--- src/acs_pkg.sv ---
// Purpose: shared constants for the converter sequencer
// Assumes: 8-bit register port, 100 MHz system clock
// Notes: conversion timing is counted in conversion clock half cycles
package acs_pkg;
   // ----------------------------------------
   // register map
   // ----------------------------------------
   localparam logic [2:0] ADDR_CTRL = 3'h0;
   localparam logic [2:0] ADDR_SEL = 3'h1;
   localparam logic [2:0] ADDR_RES_LO = 3'h2;
   localparam logic [2:0] ADDR_RES_HI = 3'h3;
   localparam logic [2:0] ADDR_TRIG = 3'h4;
   // control/status fields
   localparam int CTL_EN = 7;
   localparam int CTL_START = 6;
   localparam int CTL_ATE = 5;
   localparam int CTL_DONE = 4;
   localparam int CTL_IE = 3;
   // selection fields
   localparam int SEL_REF_HI = 7;
   localparam int SEL_REF_LO = 6;
   localparam int SEL_LADJ = 5;
   localparam int SEL_CH_HI = 3;
   // trigger source field
   localparam int TRG_FREE = 0;
   localparam logic [7:0] RST_BYTE = 8'h00;
   // ----------------------------------------
   // timing, in conversion clock half cycles
   // ----------------------------------------
   localparam logic [5:0] NORM_TOTAL_H = 6'h1A;
   localparam logic [5:0] NORM_SAMPLE_H = 6'h03;
   localparam logic [5:0] FIRST_TOTAL_H = 6'h32;
   localparam logic [5:0] FIRST_SAMPLE_H = 6'h1B;
   localparam logic [5:0] AUTO_TOTAL_H = 6'h1B;
   localparam logic [5:0] AUTO_SAMPLE_H = 6'h04;
   localparam int RES_BITS = 10;
   localparam logic [9:0] SAR_TOP = 10'h200;
   localparam logic [9:0] RES_FULL = 10'h3FF;
   localparam logic [6:0] ONE7 = 7'h01;
   // ----------------------------------------
   // half period of the conversion clock in system cycles
   // ----------------------------------------
   function automatic logic [6:0] half_of(input logic [2:0] sel);
      logic [6:0] h;
      h = (sel == 3'h0) ? ONE7 : (ONE7 << (sel - 3'h1));
      return h;
   endfunction
endpackage

--- src/acs_presc_if.sv ---
`timescale 1ns/100ps
// Purpose: link between sequencer and conversion clock prescaler
// Assumes: single clock domain
// Notes: tick marks each half edge, rise the rising ones
interface acs_presc_if;
   logic en;
   logic clr;
   logic [2:0] sel;
   logic tick;
   logic rise;
   modport seq (output en, output clr, output sel, input tick, input rise);
   modport presc (input en, input clr, input sel, output tick, output rise);
endinterface

--- src/acs_sequencer.sv ---
`timescale 1ns/100ps
// Purpose: successive-approximation conversion sequencer with register port
// Assumes: cmp_in and trig_in are asynchronous pins, sleep_halt is on clk_sys
// Notes: registers are 8 bits wide at addresses 0..4
//
// Notes on behaviour
// - prescaler counts while enabled and is held in reset while disabled
// - a written start begins conversion at the next conversion clock rise
// - a normal conversion lasts 13 conversion clock cycles
// - the first conversion after enabling lasts 25 conversion clock cycles
// - sample at 1.5 cycles normally, 13.5 cycles on the first conversion
// - at completion write result, set done flag, clear start in single mode
// - a trigger resets the prescaler; sample two cycles after the trigger edge
// - three system cycles of trigger synchronisation are added
// - free running starts the next conversion at completion while start is set
// - selections copy to the active set until a start, then lock
// - copying resumes in the last conversion clock cycle
// - in free running the already started conversion keeps the old channel
// - inputs above the reference give codes close to full scale
// - a halt in quiet sleep starts a conversion when set up for it
// - the completion request is raised even if the core woke earlier
// - sleep never clears the enable bit by itself
// - low byte read blocks result updates until the high byte read
// - trigger edges during a conversion and held triggers are ignored
module acs_sequencer import acs_pkg::*; (
   // clock and reset
   input wire logic clk_sys,
   input wire logic rst,
   // register port
   input wire logic [2:0] reg_addr,
   input wire logic [7:0] reg_wdata,
   input wire logic reg_we,
   input wire logic reg_re,
   output logic [7:0] reg_rdata,
   // trigger pin and core sleep status
   input wire logic trig_in,
   input wire logic sleep_halt,
   // analog core
   input wire logic cmp_in,
   output logic sample_hold,
   output logic [9:0] dac_code,
   output logic [3:0] channel_select,
   output logic [1:0] reference_select,
   output logic analog_on,
   // completion request
   output logic conv_irq
);
   typedef enum logic {ACS_IDLE, ACS_CONV} acs_state_t;

   acs_presc_if pif();
   acs_prescaler u_presc (.clk_sys(clk_sys), .rst(rst), .pif(pif));

   acs_state_t state_q;
   logic converter_enable_q;
   logic start_conversion_q;
   logic auto_trigger_enable_q;
   logic conversion_done_flag_q;
   logic irq_enable_q;
   logic [2:0] clock_divide_select_q;
   logic [7:0] channel_reference_select_reg_q;
   logic free_run_q;
   logic first_q;
   logic auto_conv_q;
   logic [5:0] hc_q;
   logic [9:0] sar_q;
   logic [9:0] bit_q;
   logic sampled_q;
   logic [9:0] result_q;
   logic block_q;
   logic [7:0] rdata_q;
   logic sh_q;
   logic [3:0] ch_q;
   logic [1:0] ref_q;
   logic irq_q;
   logic cmp_s1_q, cmp_s2_q;
   logic trg_s1_q, trg_s2_q, trg_s3_q;
   logic halt_q;
   logic [5:0] total_h, sample_h;
   logic start_now, trig_edge, halt_start, done_now, last_cycle, sw_clear_done;
   logic conv_start, free_restart;

   // ----------------------------------------
   // synchronisers
   // ----------------------------------------
   // two flops per pin; the third trigger flop gives the edge, three cycles
   always_ff @(posedge clk_sys or posedge rst) begin
      if (rst) begin
         cmp_s1_q <= 1'b0;
         cmp_s2_q <= 1'b0;
         trg_s1_q <= 1'b0;
         trg_s2_q <= 1'b0;
         trg_s3_q <= 1'b0;
         halt_q <= 1'b0;
      end else begin
         cmp_s1_q <= cmp_in;
         cmp_s2_q <= cmp_s1_q;
         trg_s1_q <= trig_in;
         trg_s2_q <= trg_s1_q;
         trg_s3_q <= trg_s2_q;
         halt_q <= sleep_halt;
      end
   end

   // ----------------------------------------
   // start decisions
   // ----------------------------------------
   // only a rising edge counts, so a trigger held high never restarts
   assign trig_edge = trg_s2_q && !trg_s3_q && auto_trigger_enable_q && !free_run_q
                      && converter_enable_q && state_q == ACS_IDLE;
   assign halt_start = sleep_halt && !halt_q && converter_enable_q && state_q == ACS_IDLE
                       && !auto_trigger_enable_q && irq_enable_q;
   assign start_now = start_conversion_q && pif.rise && state_q == ACS_IDLE;
   assign conv_start = start_now || trig_edge;
   assign total_h = first_q ? FIRST_TOTAL_H : (auto_conv_q ? AUTO_TOTAL_H : NORM_TOTAL_H);
   assign sample_h = first_q ? FIRST_SAMPLE_H : (auto_conv_q ? AUTO_SAMPLE_H : NORM_SAMPLE_H);
   assign done_now = state_q == ACS_CONV && pif.tick && hc_q == total_h - 6'h01;
   assign last_cycle = state_q == ACS_CONV && hc_q >= total_h - 6'h02;
   assign free_restart = done_now && free_run_q && auto_trigger_enable_q
                         && start_conversion_q;
   assign sw_clear_done = reg_we && reg_addr == ADDR_CTRL && reg_wdata[CTL_DONE];

   assign pif.en = converter_enable_q;
   assign pif.clr = trig_edge;
   assign pif.sel = clock_divide_select_q;

   // ----------------------------------------
   // control register
   // ----------------------------------------
   always_ff @(posedge clk_sys or posedge rst) begin
      if (rst) begin
         converter_enable_q <= 1'b0;
         auto_trigger_enable_q <= 1'b0;
         irq_enable_q <= 1'b0;
         clock_divide_select_q <= 3'h0;
         free_run_q <= 1'b0;
         channel_reference_select_reg_q <= RST_BYTE;
      end else if (reg_we) begin
         // sleep has no path here, so enable only changes by software
         if (reg_addr == ADDR_CTRL) begin
            converter_enable_q <= reg_wdata[CTL_EN];
            auto_trigger_enable_q <= reg_wdata[CTL_ATE];
            irq_enable_q <= reg_wdata[CTL_IE];
            clock_divide_select_q <= reg_wdata[2:0];
         end
         if (reg_addr == ADDR_SEL) begin
            channel_reference_select_reg_q <= reg_wdata;
         end
         if (reg_addr == ADDR_TRIG) begin
            free_run_q <= reg_wdata[TRG_FREE];
         end
      end
   end

   // ----------------------------------------
   // start bit
   // ----------------------------------------
   always_ff @(posedge clk_sys or posedge rst) begin
      if (rst) begin
         start_conversion_q <= 1'b0;
      end else if (!converter_enable_q
                   && !(reg_we && reg_addr == ADDR_CTRL && reg_wdata[CTL_EN])) begin
         start_conversion_q <= 1'b0;
      end else if (reg_we && reg_addr == ADDR_CTRL && reg_wdata[CTL_START]) begin
         start_conversion_q <= 1'b1;
      end else if (halt_start || trig_edge) begin
         start_conversion_q <= 1'b1;
      end else if (done_now && !free_restart) begin
         start_conversion_q <= 1'b0;
      end
   end

   // ----------------------------------------
   // conversion sequence
   // ----------------------------------------
   always_ff @(posedge clk_sys or posedge rst) begin
      if (rst) begin
         state_q <= ACS_IDLE;
         hc_q <= 6'h00;
         first_q <= 1'b1;
         auto_conv_q <= 1'b0;
      end else if (!converter_enable_q) begin
         state_q <= ACS_IDLE;
         hc_q <= 6'h00;
         first_q <= 1'b1;
         auto_conv_q <= 1'b0;
      end else begin
         case (state_q)
            ACS_IDLE: begin
               hc_q <= 6'h00;
               if (conv_start) begin
                  state_q <= ACS_CONV;
                  auto_conv_q <= trig_edge && !first_q;
               end
            end
            ACS_CONV: begin
               if (done_now) begin
                  hc_q <= 6'h00;
                  first_q <= 1'b0;
                  auto_conv_q <= 1'b0;
                  state_q <= free_restart ? ACS_CONV : ACS_IDLE;
               end else if (pif.tick) begin
                  hc_q <= hc_q + 6'h01;
               end
            end
            default: state_q <= ACS_IDLE;
         endcase
      end
   end

   // ----------------------------------------
   // sample and successive approximation
   // ----------------------------------------
   always_ff @(posedge clk_sys or posedge rst) begin
      if (rst) begin
         sh_q <= 1'b0;
         sampled_q <= 1'b0;
         sar_q <= 10'h000;
         bit_q <= 10'h000;
      end else begin
         sh_q <= 1'b0;
         if (state_q != ACS_CONV || done_now) begin
            sampled_q <= 1'b0;
            sar_q <= 10'h000;
            bit_q <= 10'h000;
         end else if (pif.tick && !sampled_q && hc_q == sample_h - 6'h01) begin
            sh_q <= 1'b1;
            sampled_q <= 1'b1;
            sar_q <= SAR_TOP;
            bit_q <= SAR_TOP;
         end else if (pif.tick && bit_q != 10'h000) begin
            // comparator high means input above trial, keep the bit
            sar_q <= (cmp_s2_q ? sar_q : (sar_q & ~bit_q)) | (bit_q >> 1);
            bit_q <= bit_q >> 1;
         end
      end
   end

   // ----------------------------------------
   // active selection
   // ----------------------------------------
   // locked during a conversion so the sampling input cannot move
   always_ff @(posedge clk_sys or posedge rst) begin
      if (rst) begin
         ch_q <= 4'h0;
         ref_q <= 2'h0;
      end else if (state_q == ACS_IDLE && !conv_start || last_cycle) begin
         ch_q <= channel_reference_select_reg_q[SEL_CH_HI:0];
         ref_q <= channel_reference_select_reg_q[SEL_REF_HI:SEL_REF_LO];
      end
   end

   // ----------------------------------------
   // result, done flag and request
   // ----------------------------------------
   always_ff @(posedge clk_sys or posedge rst) begin
      if (rst) begin
         result_q <= 10'h000;
      end else if (done_now && !block_q) begin
         result_q <= sar_q;
      end
   end

   always_ff @(posedge clk_sys or posedge rst) begin
      if (rst) begin
         block_q <= 1'b0;
      end else if (reg_re && reg_addr == ADDR_RES_LO) begin
         block_q <= 1'b1;
      end else if (reg_re && reg_addr == ADDR_RES_HI) begin
         block_q <= 1'b0;
      end
   end

   // a completion in the clearing cycle keeps the flag set
   always_ff @(posedge clk_sys or posedge rst) begin
      if (rst) begin
         conversion_done_flag_q <= 1'b0;
      end else if (done_now) begin
         conversion_done_flag_q <= 1'b1;
      end else if (sw_clear_done) begin
         conversion_done_flag_q <= 1'b0;
      end
   end

   // request follows the flag, so a wake by another source does not lose it
   always_ff @(posedge clk_sys or posedge rst) begin
      if (rst) begin
         irq_q <= 1'b0;
      end else begin
         irq_q <= (conversion_done_flag_q && !sw_clear_done || done_now) && irq_enable_q;
      end
   end

   // ----------------------------------------
   // read port
   // ----------------------------------------
   always_ff @(posedge clk_sys or posedge rst) begin
      if (rst) begin
         rdata_q <= RST_BYTE;
      end else if (!reg_re) begin
         rdata_q <= RST_BYTE;
      end else begin
         case (reg_addr)
            ADDR_CTRL: rdata_q <= {converter_enable_q, start_conversion_q || state_q == ACS_CONV,
                                   auto_trigger_enable_q, conversion_done_flag_q, irq_enable_q,
                                   clock_divide_select_q};
            ADDR_SEL: rdata_q <= channel_reference_select_reg_q & 8'hEF;
            ADDR_RES_LO: rdata_q <= channel_reference_select_reg_q[SEL_LADJ] ?
                                    {result_q[1:0], 6'h00} : result_q[7:0];
            ADDR_RES_HI: rdata_q <= channel_reference_select_reg_q[SEL_LADJ] ?
                                    result_q[9:2] : {6'h00, result_q[9:8]};
            ADDR_TRIG: rdata_q <= {7'h00, free_run_q};
            default: rdata_q <= RST_BYTE;
         endcase
      end
   end

   assign reg_rdata = rdata_q;
   assign sample_hold = sh_q;
   assign dac_code = sar_q;
   assign channel_select = ch_q;
   assign reference_select = ref_q;
   assign analog_on = converter_enable_q;
   assign conv_irq = irq_q;
endmodule

--- src/acs_prescaler.sv ---
`timescale 1ns/100ps
// Purpose: conversion clock prescaler as one-cycle enable pulses
// Assumes: sel stable while enabled
// Notes: divide ratios 2,2,4,8,16,32,64,128
module acs_prescaler import acs_pkg::*; (
   // clock and reset
   input wire logic clk_sys,
   input wire logic rst,
   // sequencer side
   acs_presc_if.presc pif
);
   logic [6:0] cnt_q;
   logic phase_q;
   logic tick_q;
   logic rise_q;

   // ----------------------------------------
   // divider
   // ----------------------------------------
   always_ff @(posedge clk_sys or posedge rst) begin
      if (rst) begin
         cnt_q <= 7'h00;
         phase_q <= 1'b0;
         tick_q <= 1'b0;
         rise_q <= 1'b0;
      end else if (!pif.en || pif.clr) begin
         cnt_q <= 7'h00;
         phase_q <= 1'b0;
         tick_q <= 1'b0;
         rise_q <= 1'b0;
      end else begin
         tick_q <= 1'b0;
         rise_q <= 1'b0;
         if (cnt_q == half_of(pif.sel) - ONE7) begin
            cnt_q <= 7'h00;
            phase_q <= ~phase_q;
            tick_q <= 1'b1;
            rise_q <= ~phase_q;
         end else begin
            cnt_q <= cnt_q + ONE7;
         end
      end
   end
   assign pif.tick = tick_q;
   assign pif.rise = rise_q;
endmodule

--- config.mk ---
export PLATFORM = sky130hd
export DESIGN_NAME = acs_sequencer
export DESIGN_NICKNAME = d
export VERILOG_FILES = /design/src/acs_pkg.sv /design/src/acs_presc_if.sv /design/src/acs_sequencer.sv /design/src/acs_prescaler.sv
export SDC_FILE = /design/constraint.sdc
export NUM_CORES = 1
export LEC_CHECK = 0
export ABC_AREA = 1
export BUFFER_PORTS_ARGS = -buffer_cell sky130_fd_sc_hd__buf_2
export CAP_MARGIN = 5
export CORE_UTILIZATION = 55
export DETAILED_ROUTE_END_ITERATION = 7
export GPL_TIMING_DRIVEN = 0
export PLACE_DENSITY = 0.74
export SYNTH_ARGS = -nofsm -noshare
export SYNTH_HDL_FRONTEND = slang
export SYNTH_HIERARCHICAL = 1
export SYNTH_SLANG_ARGS = --single-unit
--- constraint.sdc ---
create_clock -name clk_sys -period 5.2 [get_ports clk_sys]
set_input_delay 1.3 -clock clk_sys [delete_from_list [all_inputs] [get_ports clk_sys]]
set_output_delay 1.3 -clock clk_sys [all_outputs]
set_load 0.02 [all_outputs]
==> flow_summary.yaml <==
worst_setup_path:
  path_cells: "buf_2"
  arrival_ns: 1.13
  cp-startpoint: "analog_on"
  r2r_slack_ns: 3.11
  r2r_end: "u_presc/cnt_q[0]"
  crit_required_ns: 3.90
  path_buf_inv: 1
  critical-path-top-delay-family: "flip-flops"
  cpPeakStageDelay_ns: 0.55
  crit_fanout: 9
  endpoint_kind: "primary output"
  rr_worst_depth: 14
  crit_type: "flip-flop to primary output"
  start_kind: "flip-flop"
  cpMaxStageDelayCell: "dfrtp_1"
  r2r_start: "clock_divide_select_q[1]"
synthesis:
  synth_area_um2: 4713
  syn_inst: 579
  synthFlopType: "dfrtp_1"
  syn_nets: 604
  synth_cell_types: 37
  avgSynthCellArea_um2: 8.140
  synthArstFlopShare_pct: 100.0
  synth_warnings: 6
  ys_ff_latch: 89
  synth_enable_flop_cells: 0
  synth_seq_area_share_pct: 47.28
clock_network:
  cts_tree: "built"
  root_buffer: "clkbuf_8"
  cts.path.max_buffers: 2
  h-tree-depth: 3
  ctsResizeCount: 0
  clk-insertion-delay-late_ns: 0.35
  cts_buffers: 9
  clk_pin_slew_ns: 0.09
  cts_sinks: 89
  cts_hold_buf: 0
  postCtsSetupRepairBufs: 0
floorplan:
  start_util_pct: 57.08
  num_rows: 33
  die_h_um: 94.57
  core_um2: 8258
  die-area_um2: 8943
  ios: 45
  die_x_um: 94.57
route:
  first_iter_violations: 224
  drtPass1Iterations: 5
  post_drt_via_cell_ratio: 5.215
  wire_per_inst_um: 13.48
  drtAntennaViolNets: 0
  vias: 3885
  drcViolationCount: 0
  wirelength_mm: 10.05
place:
  pre_cts_ws_ns: 2.650
  gp_congestion: 0.8946
  portBuffers: 44
  dp.final_hpwl_mm: 7.656
final_layout:
  layout.cells.most_common: "nand2_1"
  antenna_cells: 0
  area_growth_syn_to_layout_pct: 11.89
  drive_gt1_share_pct: 21.41
  fin_nets: 660
  final_cell_mix: "182 x nand2_1, 88 x dfrtp_1, 67 x inv_1"
global_route:
  grt_max_degree: 63
  grt_pass1_wl_mm: 17.36
  first_global_vias: 3772
  groute.usage.overall_pct: 25.21
  antenna_found_initial: 0
  grt-ovfl-total: 0
timing:
  finalWorstSetupSlack_ns: 2.771
  rsz0062_at_grt: "false"
  hold_viol: 0
  slew_violations: 0
  finalSetupViolCount: 0
  max_slew_margin_pct: 72.69
  fmax_mhz: 411.7
  fin_tns_setup_ns: 0
  finalCritPeriodShare_pct: 46.71
  worst_pin_slew_ns: 0.4096
  fin_skew_ns: 0.01231
  period_needed_ns: 2.429
power_and_ir_drop:
  power_density_nw_per_um2: 283.0
  ir_drop_mv: 0.1622
  p_leak_nw: 2.749
hold_path:
  hold_path_class: "flip-flop to flip-flop"
  whs_endpoint: "cmp_s2_q"
  hp-start: "cmp_s1_q"
  holdPathStages: 0
run:
  cap_violations: 0
outcome:
  status: "finished, final reports clean"
==> registers in the layout, indices dropped and copies added (netlist names), 2 cells and up <==
name	count
bit_q	10
channel_reference_select_reg_q	7
channel_select	4
clock_divide_select_q	3
dac_code	10
hc_q	6
reference_select	2
reg_rdata	8
result_q	10
u_presc/cnt_q	7
==> final cells by class <==
type | instances | area (um^2)
fill | 749 | 2984
sequential | 89 | 2228
multi-input combinational | 402 | 2082
inverter | 75 | 284.0
timing repair buffer | 45 | 247.7
clock buffer | 11 | 141.4
tap | 105 | 131.4
buffer | 13 | 121.4
clock inverter | 5 | 37.54
==> cells in the mapped netlist (3+ instances only) <==
library cell | number | share of area [%]
a21oi_1 | 5 | 0.53
a41oi_1 | 4 | 0.74
buf_4 | 4 | 0.64
buf_6 | 3 | 0.72
dfrtp_1 | 88 | 47
ha_1 | 7 | 1.9
inv_1 | 68 | 5.4
inv_2 | 6 | 0.48
mux2_2 | 3 | 0.72
nand2_1 | 182 | 14
nand2_2 | 14 | 1.9
nand3_1 | 37 | 3.9
nand3_2 | 21 | 4.5
nand3b_1 | 3 | 0.48
nand4_1 | 14 | 1.9
nor2_1 | 53 | 4.2
nor2_2 | 4 | 0.53
nor3_1 | 5 | 0.53
o21ai_0 | 19 | 2.0
o21ai_2 | 10 | 1.9
xor2_1 | 6 | 1.1
==> worst max-delay path by stage <==
stage	end	slack [ns]	cells after the start
floorplan	analog_on	1.88	1
global placement	irq_enable_q	0.97	2
detailed placement	start_conversion_q	2.65	9
CTS	analog_on	2.76	1
global route	analog_on	2.73	1
finish	analog_on	2.77	1
==> routing by layer <==
metal / track usage [%] / wire [um]
met5: 0 / 0
met4: 8.460 / 130
met3: 3.140 / 252
met2: 41.97 / 5015
met1: 34.25 / 4646
==> through the flow <==
| step | hold WS (ns) | total power, mW | utilization [%] | instance area, um^2 | std cells |
|---|---|---|---|---|---|
| detailed placement | 0.3372 | 1.068 | 61.70 | 5095 | 729 |
| CTS | 0.3676 | 1.506 | 63.86 | 5274 | 745 |
| global placement | 0.3362 | 1.056 | 61.33 | 5065 | 728 |
| floorplan | 0.3312 | 0.9834 | - | 4713 | 579 |
| global route | 0.3688 | 1.578 | 63.86 | 5274 | 745 |
| finish | 0.3636 | 1.492 | 63.86 | 5274 | 745 |
==> power by group <==
part	internal, mW	leakage, nW	total [mW]	switching (mW)
sequential	0.742	1.19	0.794	0.0518
combinational	0.0904	1.47	0.258	0.168
clock	0.190	0.0863	0.440	0.250
==> cell families (layout without fill, tap and decap cells) <==
family	count (synthesis)	count (layout)	share of synthesized area, %
buffers and inverters	88	149	8.548
muxes	3	3	0.7167
xor gates and xnor gates	8	8	1.487
and+or+nand+nor	340	340	34.06
DFF	89	89	47.28
AOI/OAI and AO/OA	44	44	6.052
adders and majority gates	7	7	1.858
Note: power is estimated with default switching activity, not from simulation.
